[config.mk]
export PLATFORM = sky130hd
export DESIGN_NAME = ewpt_timer
export DESIGN_NICKNAME = d
export VERILOG_FILES = /design/src/common/ewpt_pkg.sv /design/src/verilog/ewpt_timer.sv
export SDC_FILE = /design/constraint.sdc
export NUM_CORES = 1
export LEC_CHECK = 0
export BUFFER_PORTS_ARGS = -buffer_cell sky130_fd_sc_hd__buf_2
export CAP_MARGIN = 15
export CORE_ASPECT_RATIO = 0.7
export CORE_MARGIN = 2
export CORE_UTILIZATION = 45
export CTS_BUF_LIST = sky130_fd_sc_hd__clkbuf_4 sky130_fd_sc_hd__clkbuf_8
export CTS_CLUSTER_DIAMETER = 30
export DETAILED_ROUTE_END_ITERATION = 10
export PLACE_DENSITY = 0.65
export SLEW_MARGIN = 10
export SYNTH_ARGS = -nofsm -noshare
export SYNTH_HDL_FRONTEND = slang
export SYNTH_SLANG_ARGS = --single-unit
[constraint.sdc]
create_clock -name ref_clk -period 8.2 [get_ports ref_clk]
set_clock_uncertainty 0.1 [all_clocks]
set_input_delay 0.82 -clock ref_clk [delete_from_list [all_inputs] [get_ports ref_clk]]
set_output_delay 0.82 -clock ref_clk [all_outputs]
set_load 0.03 [all_outputs]
[src/common/ewpt_pkg.sv]
package ewpt_pkg;

  // Register byte offsets on the Avalon-MM slave
  localparam logic [3:0] OFS_CONTROL = 4'h0;
  localparam logic [3:0] OFS_PERIOD = 4'h4;
  localparam logic [3:0] OFS_CAPTURE = 4'h8;
  localparam logic [3:0] OFS_STATUS = 4'hC;
  localparam logic [4:0] OFS_MASK = 5'h10;
  localparam logic [4:0] OFS_COUNT = 5'h14;

  // Control register field positions
  localparam int CTL_MODE_LSB = 0;
  localparam int CTL_START_LSB = 2;
  localparam int CTL_SRC_LSB = 4;
  localparam int CTL_DIVB_BIT = 6;
  localparam int CTL_ACAP_BIT = 7;
  localparam int CTL_MCAP_BIT = 8;
  localparam int CTL_WPOL_BIT = 9;

  // Status and mask bit positions
  localparam int STS_MATCH_BIT = 0;
  localparam int STS_CAPT_BIT = 1;

  // Reset values
  localparam logic [15:0] PERIOD_RST = 16'hFFFF;
  localparam logic [9:0] CONTROL_RST = 10'h000;

  // Prescaler exponents for each source clock choice (divider base adds one)
  localparam logic [4:0] DIV_EXP0 = 5'h0B;
  localparam logic [4:0] DIV_EXP1 = 5'h07;
  localparam logic [4:0] DIV_EXP2 = 5'h03;
  localparam logic [4:0] DIV_EXP3 = 5'h00;

  // Operating modes
  typedef enum logic [1:0]
  {
    EWPT_MODE_EVENT = 2'b00,
    EWPT_MODE_WINDOW = 2'b01,
    EWPT_MODE_PULSE = 2'b10,
    EWPT_MODE_IDLE = 2'b11
  } ewpt_mode_t;

  // Start edge select: stopped, rising, falling, (both treated as rising)
  typedef enum logic [1:0]
  {
    EWPT_START_STOP = 2'b00,
    EWPT_START_RISE = 2'b01,
    EWPT_START_FALL = 2'b10,
    EWPT_START_ALT = 2'b11
  } ewpt_start_t;

  // Pulse measurement phase
  typedef enum logic [1:0]
  {
    EWPT_PH_WAIT = 2'b00,
    EWPT_PH_RUN = 2'b01,
    EWPT_PH_HOLD = 2'b10
  } ewpt_phase_t;

  // Control register contents
  typedef struct packed
  {
    logic window_negative;
    logic capture_edge_mode;
    logic auto_capture_enable;
    logic divider_base_select;
    logic [1:0] source_clock_select;
    ewpt_start_t start_edge_select;
    ewpt_mode_t mode;
  } ewpt_ctl_t;

  // Avalon-MM slave request group
  typedef struct packed
  {
    logic [4:0] address;
    logic read;
    logic write;
    logic [31:0] writedata;
  } ewpt_avm_req_t;

  // Whole state of the timer
  typedef struct packed
  {
    ewpt_ctl_t ctl;
    logic [15:0] compare_period_reg;
    logic [15:0] capture_reg;
    logic [15:0] count;
    logic [1:0] status;
    logic [1:0] mask;
    logic [12:0] prescale; // Wide enough for exponent 11 plus divider base
    logic pin_q;
    logic src_q;
    ewpt_phase_t phase;
    logic first_seen;
    logic [31:0] readdata;
    logic read_done;
  } ewpt_state_t;

endpackage

[src/verilog/ewpt_timer.sv]
`timescale 1ns/1ps
`default_nettype none

module ewpt_timer
(
  input wire logic ref_clk,
  input wire logic reset_n,
  // Avalon-MM slave
  input wire logic [4:0] avs_address,
  input wire logic avs_read,
  input wire logic avs_write,
  input wire logic [31:0] avs_writedata,
  output logic [31:0] avs_readdata,
  output logic avs_waitrequest,
  // External pulse source, synchronous to ref_clk
  input wire logic event_input_pin,
  // Level interrupt
  output logic timer_match_irq
);

  // Registered state and its next value
  ewpt_pkg::ewpt_state_t st;
  ewpt_pkg::ewpt_state_t next_st;
  // Bundled bus request
  ewpt_pkg::ewpt_avm_req_t req;

  // Group bus signals
  always_comb
  begin
    req.address = avs_address;
    req.read = avs_read;
    req.write = avs_write;
    req.writedata = avs_writedata;
  end

  // Reads take one wait cycle so readdata comes from a flip-flop; writes land at once
  assign avs_waitrequest = req.read && !st.read_done;
  assign avs_readdata = st.readdata;
  assign timer_match_irq = |(st.status & st.mask);

  // Main next-state logic
  always_comb
  begin
    logic [4:0] div_exp;
    logic src_lvl;
    logic src_tick;
    logic running;
    logic pin_rise;
    logic pin_fall;
    logic trig_edge;
    logic opp_edge;
    logic win_open;
    logic set_match;
    logic set_capt;
    logic rd_status;
    div_exp = 5'h00;
    src_lvl = 1'b0;
    src_tick = 1'b0;
    running = 1'b0;
    pin_rise = 1'b0;
    pin_fall = 1'b0;
    trig_edge = 1'b0;
    opp_edge = 1'b0;
    win_open = 1'b0;
    set_match = 1'b0;
    set_capt = 1'b0;
    rd_status = 1'b0;
    next_st = st;

    // Prescaler: source clock is a prescaler bit, tick on its rising edge
    unique case (st.ctl.source_clock_select)
      2'b00: div_exp = ewpt_pkg::DIV_EXP0;
      2'b01: div_exp = ewpt_pkg::DIV_EXP1;
      2'b10: div_exp = ewpt_pkg::DIV_EXP2;
      2'b11: div_exp = ewpt_pkg::DIV_EXP3;
    endcase
    // Divider base doubles the period by using the next bit up; the fastest choice goes from 1 to 4 cycles
    div_exp = div_exp + {4'h0, st.ctl.divider_base_select};
    next_st.prescale = st.prescale + 13'h0001;
    src_lvl = next_st.prescale[div_exp[3:0]];
    next_st.src_q = src_lvl;
    // Fastest choice with divider base off (exponent zero): one tick per ref_clk
    src_tick = (div_exp == 5'h00) ? 1'b1 : (src_lvl && !st.src_q);

    // Pin edges; pin is a synchronous input, held at least two cycles by the source
    next_st.pin_q = event_input_pin;
    pin_rise = event_input_pin && !st.pin_q;
    pin_fall = !event_input_pin && st.pin_q;
    running = (st.ctl.start_edge_select != ewpt_pkg::EWPT_START_STOP);
    // Falling select uses falling as trigger; rising (or both) uses rising
    trig_edge = (st.ctl.start_edge_select == ewpt_pkg::EWPT_START_FALL) ? pin_fall : pin_rise;
    opp_edge = (st.ctl.start_edge_select == ewpt_pkg::EWPT_START_FALL) ? pin_rise : pin_fall;

    if (running)
    begin
      unique case (st.ctl.mode)
        ewpt_pkg::EWPT_MODE_EVENT:
        begin
          // Count on the selected edge
          if (trig_edge)
            next_st.count = st.count + 16'h0001;
          // Match checked only at the opposite edge
          else if (opp_edge && st.count == st.compare_period_reg)
          begin
            next_st.count = 16'h0000;
            set_match = 1'b1;
          end
        end
        ewpt_pkg::EWPT_MODE_WINDOW:
        begin
          // Window open per polarity
          win_open = st.ctl.window_negative ? !event_input_pin : event_input_pin;
          // Count on each source clock tick while the window is open
          if (win_open && src_tick)
          begin
            if (st.count == st.compare_period_reg)
            begin
              next_st.count = 16'h0000;
              set_match = 1'b1;
            end
            else
              next_st.count = st.count + 16'h0001;
          end
        end
        ewpt_pkg::EWPT_MODE_PULSE:
        begin
          unique case (st.phase)
            ewpt_pkg::EWPT_PH_WAIT, ewpt_pkg::EWPT_PH_HOLD:
            begin
              // Trigger edge starts counting
              if (trig_edge)
                next_st.phase = ewpt_pkg::EWPT_PH_RUN;
            end
            ewpt_pkg::EWPT_PH_RUN:
            begin
              if (src_tick)
                next_st.count = st.count + 16'h0001;
              if (opp_edge)
              begin
                // Capture and interrupt on opposite edge
                next_st.capture_reg = st.count;
                set_capt = 1'b1;
                next_st.first_seen = 1'b1;
                // Mode bit one is single edge
                if (st.ctl.capture_edge_mode)
                begin
                  // Counter parks at one until the next trigger
                  next_st.count = 16'h0001;
                  next_st.phase = ewpt_pkg::EWPT_PH_HOLD;
                end
              end
              else if (trig_edge && !st.ctl.capture_edge_mode)
              begin
                // Double edge: full cycle captured, counter restarts
                next_st.capture_reg = st.count;
                set_capt = 1'b1;
                next_st.count = 16'h0000;
              end
            end
            default:
              next_st.phase = ewpt_pkg::EWPT_PH_WAIT;
          endcase
        end
        ewpt_pkg::EWPT_MODE_IDLE:
          next_st.count = st.count;
      endcase
      // Auto-capture outside pulse mode, each source tick
      if (st.ctl.auto_capture_enable && st.ctl.mode != ewpt_pkg::EWPT_MODE_PULSE && src_tick)
        next_st.capture_reg = st.count;
    end
    else
    begin
      // Stopped: counter cleared, pulse phase rearmed (first capture may be off)
      next_st.count = 16'h0000;
      next_st.phase = ewpt_pkg::EWPT_PH_WAIT;
      next_st.first_seen = 1'b0;
    end

    // Bus read: one wait cycle, then data stands at the completing edge
    next_st.read_done = 1'b0;
    if (req.read && !st.read_done)
    begin
      next_st.read_done = 1'b1;
      unique case (req.address)
        ewpt_pkg::OFS_CONTROL: next_st.readdata = {22'h000000, st.ctl};
        ewpt_pkg::OFS_PERIOD: next_st.readdata = {16'h0000, st.compare_period_reg};
        // Single full-width read keeps both halves coherent
        ewpt_pkg::OFS_CAPTURE: next_st.readdata = {16'h0000, st.capture_reg};
        ewpt_pkg::OFS_STATUS:
        begin
          next_st.readdata = {30'h00000000, st.status};
          rd_status = 1'b1;
        end
        ewpt_pkg::OFS_MASK: next_st.readdata = {30'h00000000, st.mask};
        ewpt_pkg::OFS_COUNT: next_st.readdata = {16'h0000, st.count};
        default: next_st.readdata = 32'h00000000;
      endcase
    end

    // Bus write, completes with no wait
    if (req.write)
    begin
      unique case (req.address)
        ewpt_pkg::OFS_CONTROL: next_st.ctl = ewpt_pkg::ewpt_ctl_t'(req.writedata[9:0]);
        ewpt_pkg::OFS_PERIOD: next_st.compare_period_reg = req.writedata[15:0];
        ewpt_pkg::OFS_MASK: next_st.mask = req.writedata[1:0];
        default: next_st.mask = st.mask;
      endcase
    end

    // Sticky status: read clears, a new event in the same cycle wins
    if (rd_status)
      next_st.status = 2'b00;
    if (set_match)
      next_st.status[ewpt_pkg::STS_MATCH_BIT] = 1'b1;
    if (set_capt)
      next_st.status[ewpt_pkg::STS_CAPT_BIT] = 1'b1;
  end

  // State register
  always_ff @(posedge ref_clk or negedge reset_n)
  begin
    if (!reset_n)
    begin
      st <= '0;
      st.ctl <= ewpt_pkg::ewpt_ctl_t'(ewpt_pkg::CONTROL_RST);
      st.compare_period_reg <= ewpt_pkg::PERIOD_RST;
    end
    else
      st <= next_st;
  end

endmodule

`default_nettype wire

==> metrics, run 1 <==
Max rail drop VDD=around 96 uV; Setup CP Type=reg2reg; via count=4600; clk_lat worst skew=approximately 380 ps; Die Y=99.6 um; asr flop ratio synth=100%; dominant cells by area after synthesis=dfrtp_1 (34%), mux2_2 (8.2%), dfstp_2 (7.2%), buf_4 (4.2%), xnor2_1 (3.7%); Power, Total=approximately 0.0012 W; Fill cells=1147; worst reg2reg startpoint=st[108]; Mean Syn Cell Area=10.1 um2; Post-synth EDFFs=0; dpl ws=between 4000 and 5000 ps; CTS tree=done; Final min period=slightly below 4000 ps; Hold-fix buffers, CTS=0; worst reg-to-reg setup slack=4300 ps; n_diodes=0; status=finished clean; Synth Area in Compound Gates=about 17%; Core Area=0.0126 mm2; WP data required=approximately 8400 ps; Routed WL per cell=between 15 and 20 um; H-tree Lvls=3; Post-Syn Area=a little under 0.006 mm2; Final GP Congestion=0.888; yosys warns=0; share of cells above drive strength 1=25.0%; pwr dens=approximately 200 mW/mm2; CTS clk-pin slew, worst paths=110 ps; Cells after Synth=between 500 and 600; initial antenna violation count=0; synth unique cells=just under 80; fin nets=640; RSZ-0062 raised after global routing=no; clock tree buffer depth=2; final setup fails=0; final global-route overflow total=0; Setup Total Neg Slack=0 ps; Die Wd=about 140 um; sequential area share after synthesis=between 40% and 50%; Hold Violations, Final=0; R2R depth=11; clk sink count=96; Num CTS Buffers=9; root buffer cell=clkbuf_8; Area growth syn-to-layout=4.22%; Critical Path, Cell by Cell=nand2_1 > ha_1 > nor2_1 > a22o_1 > a211oi_1 > nor3_1 > nor4_4 > a2111oi_4 > nor2_1 > nor3_1 > or3_1; pin count of the biggest net entering global routing=a little under 80; number of remaining DRC errors=0; max-slew violation count=0; Ports=76; cells resized by post-CTS repair=0; Main synth FF type=dfrtp_1; crit path DAT=roughly 4100 ps; Slowest cell on crit path=nor2_1; post-CTS setup buffer count=0; Setup crit start=st[108]; Final Cell Area=just over 0.006 mm2; Slowest Stage Delay on Critical Path=a little over 700 ps; initial core utilization=46.7%; area leader, netlist=dfrtp_1; Seq cells post-synth=96; vias per inst=6.08; xor and xnor area share after synthesis=4.75%; Core Util, Final=between 40% and 50%; die area=around 0.014 mm2; DP Wirelength=just over 10 mm; largest family of logic cells by synthesized area=compound AO/OA/AOI/OAI gates; leakage=between 2 and 3 nW; final worst slack=between 4000 and 5000 ps; area share of the largest cell type after synthesis=34.1%; vias in the first global route=roughly 4400; R2R Path End=st[59]; fin crit share=a little under half; Area after DPL=between 0.005 and 0.006 mm2; simple-gate share of the synthesized area=between 10% and 20%; Post-synth top cells=dfrtp_1 (80), mux2_2 (43), nand2_1 (41), buf_4 (33), nor2_1 (32); type of destination of the critical path=flop; Max-cap violations=0; DRT Wirelength=roughly 14 mm; min-delay worst type=in2async; Rows=34; remaining antenna violation count=0; post-synthesis mux area share=~9.6%; count leader, synth=dfrtp_1; IO Port Bufs=between 40 and 50; critical path launch point type=flop; Worst Setup EP=st[59]; Synth Area in Adders=~1.7%; DRT Pass-1 Iters=5; Slew @ Worst Pin=roughly 1100 ps; total global-route track usage=between 20% and 30%; slew margin rel.=approximately 26%; Initial DRC Count=456; Critical Path Fanout Max=13; Max Fclk=between 200 and 300 MHz; global-route wire length before repair=23.1 mm
[critical path: cells and delay by family (launching register included)]
family	cells	cell delay, ps
simple gates	7	1880
flops	1	550
compound gates	3	690
fa+ha+maj	1	540
[kinds of logic (layout without fill, tap and decap cells)]
logic type | after synthesis | after routing
and+or+nand+nor | 177 | 177
DFF | 96 | 96
xor gates and xnor gates | 31 | 31
other | 1 | 16
adders and majority gates | 8 | 8
buffers and inverters | 86 | 82
AOI/OAI and AO/OA | 134 | 134
muxes | 51 | 51
[area by class of cell]
class                   instances  area, um2  area share (%)
multi-input cells             417       3000            49.1
flip-flops and latches         96       2420            39.6
repair buffers                 44        225            3.68
well taps                     162        203            3.31
clock buffers                  10        138            2.25
inverters                      22       82.6            1.35
clock inverters                 6       50.0           0.817
[cells in the final DEF, fill, tap and decap left out, types with 3 or more instances in the layout]
cell type,instances
dfrtp_1,80
mux2_2,43
buf_2,42
nand2_1,41
nor2_1,32
xnor2_1,25
nand3_1,24
o21ai_0,23
inv_1,22
a22oi_1,21
a21oi_1,17
conb_1,16
dfstp_2,16
nor3_1,10
a21o_1,10
clkbuf_8,10
and2_1,9
nand4_1,8
ha_1,8
nand2b_1,7
a211oi_1,6
mux2i_1,6
a222oi_1,6
a211o_1,6
xor2_1,5
nor2b_1,5
or2_2,5
o211ai_1,5
a32o_1,5
nor4_1,4
and3_1,4
nor3_2,3
o2bb2ai_1,3
a22o_1,3
a41o_1,3
a41oi_1,3
o311ai_2,3
or3_1,3
[flip-flops by register name, indices dropped and copies added, names as in the netlist]
signal	cells
st	80
avs_readdata	16
[per-layer routing]
layer	GRT usage, %	routed length (um)	vias up	share of wire, %
met1	29.6	6640	2338	46
met4	4.69	101	0	0.70
li1	-	-	2083	-
met2	32.9	6600	167	46
met5	0	0	-	0
met3	4.29	1040	12	7.2
[worst min-delay path by stage]
stage / endpoint / startpoint / depth (start not counted) / slack, ps
2_1_floorplan: avs_readdata[2] / avs_readdata[2] / 1 / 350
3_3_place_gp: avs_readdata[2] / avs_readdata[2] / 1 / 350
3_5_place_dp: avs_readdata[4] / avs_readdata[4] / 1 / 370
4_1_cts: st[44] / reset_n / 1 / 210
5_1_grt: st[42] / reset_n / 1 / 220
6_report: st[42] / reset_n / 1 / 210
[power by group]
| part | total [W] | switching (W) | internal, W | leakage (nW) |
|---|---|---|---|---|
| sequential | 0.000568 | 0.0000485 | 0.000520 | 1.25 |
| combinational | 0.000337 | 0.000215 | 0.000122 | 1.36 |
| clock | 0.000310 | 0.000187 | 0.000124 | 0.100 |
| total | 0.00122 | 0.000450 | 0.000766 | 2.71 |
[metrics by stage]
step	hold WS (ps)	std cells
after floorplan	351	599
final	212	757
after global routing	218	757
after detailed placement	368	741
after CTS	212	757
after global placement	354	741
Note: power is estimated with default switching activity, not from simulation.
==> run 2: changes to the inputs <==
--- a/config.mk
+++ b/config.mk
@@ -13,7 +13,7 @@
 export CTS_BUF_LIST = sky130_fd_sc_hd__clkbuf_4 sky130_fd_sc_hd__clkbuf_8
 export CTS_CLUSTER_DIAMETER = 30
 export DETAILED_ROUTE_END_ITERATION = 10
-export PLACE_DENSITY = 0.65
+export PLACE_DENSITY = 0.67
 export SLEW_MARGIN = 10
 export SYNTH_ARGS = -nofsm -noshare
 export SYNTH_HDL_FRONTEND = slang
==> constraint.sdc (replaced) <==
create_clock -name ref_clk -period 3.3 [get_ports ref_clk]
set_clock_uncertainty 0.1 [all_clocks]
set_input_delay 0.33 -clock ref_clk [delete_from_list [all_inputs] [get_ports ref_clk]]
set_output_delay 0.33 -clock ref_clk [all_outputs]
set_load 0.03 [all_outputs]
==> run 2 against run 1 <==
  * First-iteration DRC count fell by 20%
  * Final cell count rose by 5.8%
  * Wire length rose by 6.1%
  * Die area did not move
  * Sequential cell count did not move
  * Fmax rose by 21%
  * Final area rose by 7.8%
  * Setup slack got worse by 4200 ps
  * Register-to-register slack got worse by 4200 ps
  * Critical path depth fell by 2
  * Sequential share of layout area fell by 2.8 points
  * Hold slack got worse by 180 ps
  * Critical endpoint is now st[60]
==> metrics, run 2 (synthesized netlist as in run 1, its figures left out) <==
clk_lat worst skew=380 ps; Slowest cell on crit path=or4_4; IO Port Bufs=between 40 and 50; status=finished clean; cell mode on critical path=mux2i_1; Hold Violations, Final=0; Area growth syn-to-layout=12.3%; number of remaining DRC errors=0; total global-route track usage=21.8%; n_diodes=0; initial core utilization=between 40% and 50%; Multi-input gate area=0.00309 mm2; Num CTS Buffers=9; worst reg2reg startpoint=st[105]; initial antenna violation count=0; leakage=approximately 3.0 nW; Critical Path Fanout Max=7; Hold Crit Depth=1; Setup Total Neg Slack=0 ps; vias per inst=5.94; Max-cap violations=0; Most flops, register=st; pwr dens=between 500 and 600 mW/mm2; Max rail drop VDD=between 200 and 300 uV; clock tree buffer depth=2; Setup CP Type=reg2reg; dpl ws=between 20 and 25 ps; share of cells above drive strength 1=a little under a third; Fill cells=about 1100; DRT Pass-1 Iters=5; max-slew violation count=0; CTS tree=done; vias in the first global route=4537; Slew @ Worst Pin=798 ps; commonest cells after routing, fill and taps aside=dfrtp_1 (80), mux2_2 (43), buf_4 (43); DRT Wirelength=around 15 mm; Die Wd=about 140 um; Critical Path, Cell by Cell=and2b_1 > mux2i_1 > mux2i_1 > and2_2 > nand2_1 > or4_4 > o311a_4 > or3_4 > o311ai_4; Final Instance Count excl. Fillers=about 800; remaining antenna violation count=0; Ports=76; Initial DRC Count=367; die area=0.0140 mm2; H-tree Lvls=3; CTS clk-pin slew, worst paths=between 100 and 150 ps; min-delay worst type=in2reg; max reg flops=80; Final GP Congestion=between 0.9 and 1; clk sink count=96; Slowest Stage Delay on Critical Path=between 500 and 600 ps; critical path launch point type=flop; root buffer cell=clkbuf_8; global-route wire length before repair=24.1 mm; fin nets=around 680; Routed WL per cell=19.0 um; Max Fclk=roughly 310 MHz; crit path DAT=approximately 3400 ps; Core Area=around 0.013 mm2; worst reg-to-reg setup slack=between 80 and 90 ps; slew margin rel.=46.6%; Final min period=about 3200 ps; R2R depth=9; Power, Total=approximately 0.0033 W; pin count of the biggest net entering global routing=between 50 and 60; hold path startpoint=event_input_pin; final global-route overflow total=0; commonest non-fill, non-tap cell in the layout=dfrtp_1; final setup fails=0; FF+latch area=between 0.002 and 0.0025 mm2; via count=roughly 4800; Hold EP=st[37]; fin crit share=just under 100%; final worst slack=~85 ps; WP data required=3480 ps; R2R Path End=st[60]; type of destination of the critical path=flop; DP Wirelength=between 10 and 15 mm; Die Y=99.6 um; Placed Cells=774; Rows=34
==> run 2: cell types whose count changed in the layout (fill, tap and decap cells not counted), sizes merged <==
cell	previous run	this run
buf	44	86
dlygate4sd3	0	1
clkinv	3	2
bufinv	0	2
==> run 2: final cells by class <==
type | instances | share of cell area (%)
timing repair buffer | 88 | 8.61
multi-input combinational | 417 | 46.8
clock inverter | 7 | 1.67
tap | 162 | 3.07
clock buffer | 9 | 1.88
sequential | 96 | 36.7
inverter | 22 | 1.25
==> run 2: per-stage QoR <==
stage	hold WS [ps]	area [um2]	util, %
after global routing	12.8	6600	52.4
final	30.0	6600	52.4
after CTS	17.1	6440	51.2
after floorplan	-65.6	5930	-
after detailed placement	307	6200	49.2
after global placement	290	6200	49.2
==> run 2: worst max-delay path, delay by kind of cell (launching register included) <==
kind | cells | cell delay, ps
AO/OA/AOI/OAI | 2 | 390
flip-flops | 1 | 460
AND/OR/NAND/NOR | 5 | 1790
multiplexers | 2 | 380
==> run 2: repair_timing <==
action                                  4_1_cts  5_1_grt
gates cloned                                  0        0
buffers inserted                              0       10
hold buffers                                  1        0
pin swaps                                     0       13
endpoints found under the setup margin        1       13
hold endpoints to repair                     36        0
resized for setup                             1       17
==> run 2: worst max path at each step <==
stage | start | endpoint | slack [ps] | cells past startpoint
CTS | st[108] | st[58] | 50 | 12
global route | st[87] | st[60] | -40 | 10
global placement | st[108] | st[59] | 70 | 12
detailed placement | st[107] | st[58] | 20 | 12
finish | st[105] | st[60] | 90 | 9
floorplan | st[107] | st[78] | 120 | 13
==> run 2: report_power, final <==
group / internal, W / switching [W]
clock network: 0.000443 / 0.000467
registers: 0.00129 / 0.000105
logic: 0.000416 / 0.000612
total: 0.00215 / 0.00118
==> run 2: routing by layer <==
layer,wire length (um),global-route usage [%]
met5,0,0
met3,1220,5.15
met2,6600,32.2
met4,141,4.46
met1,7290,32.8
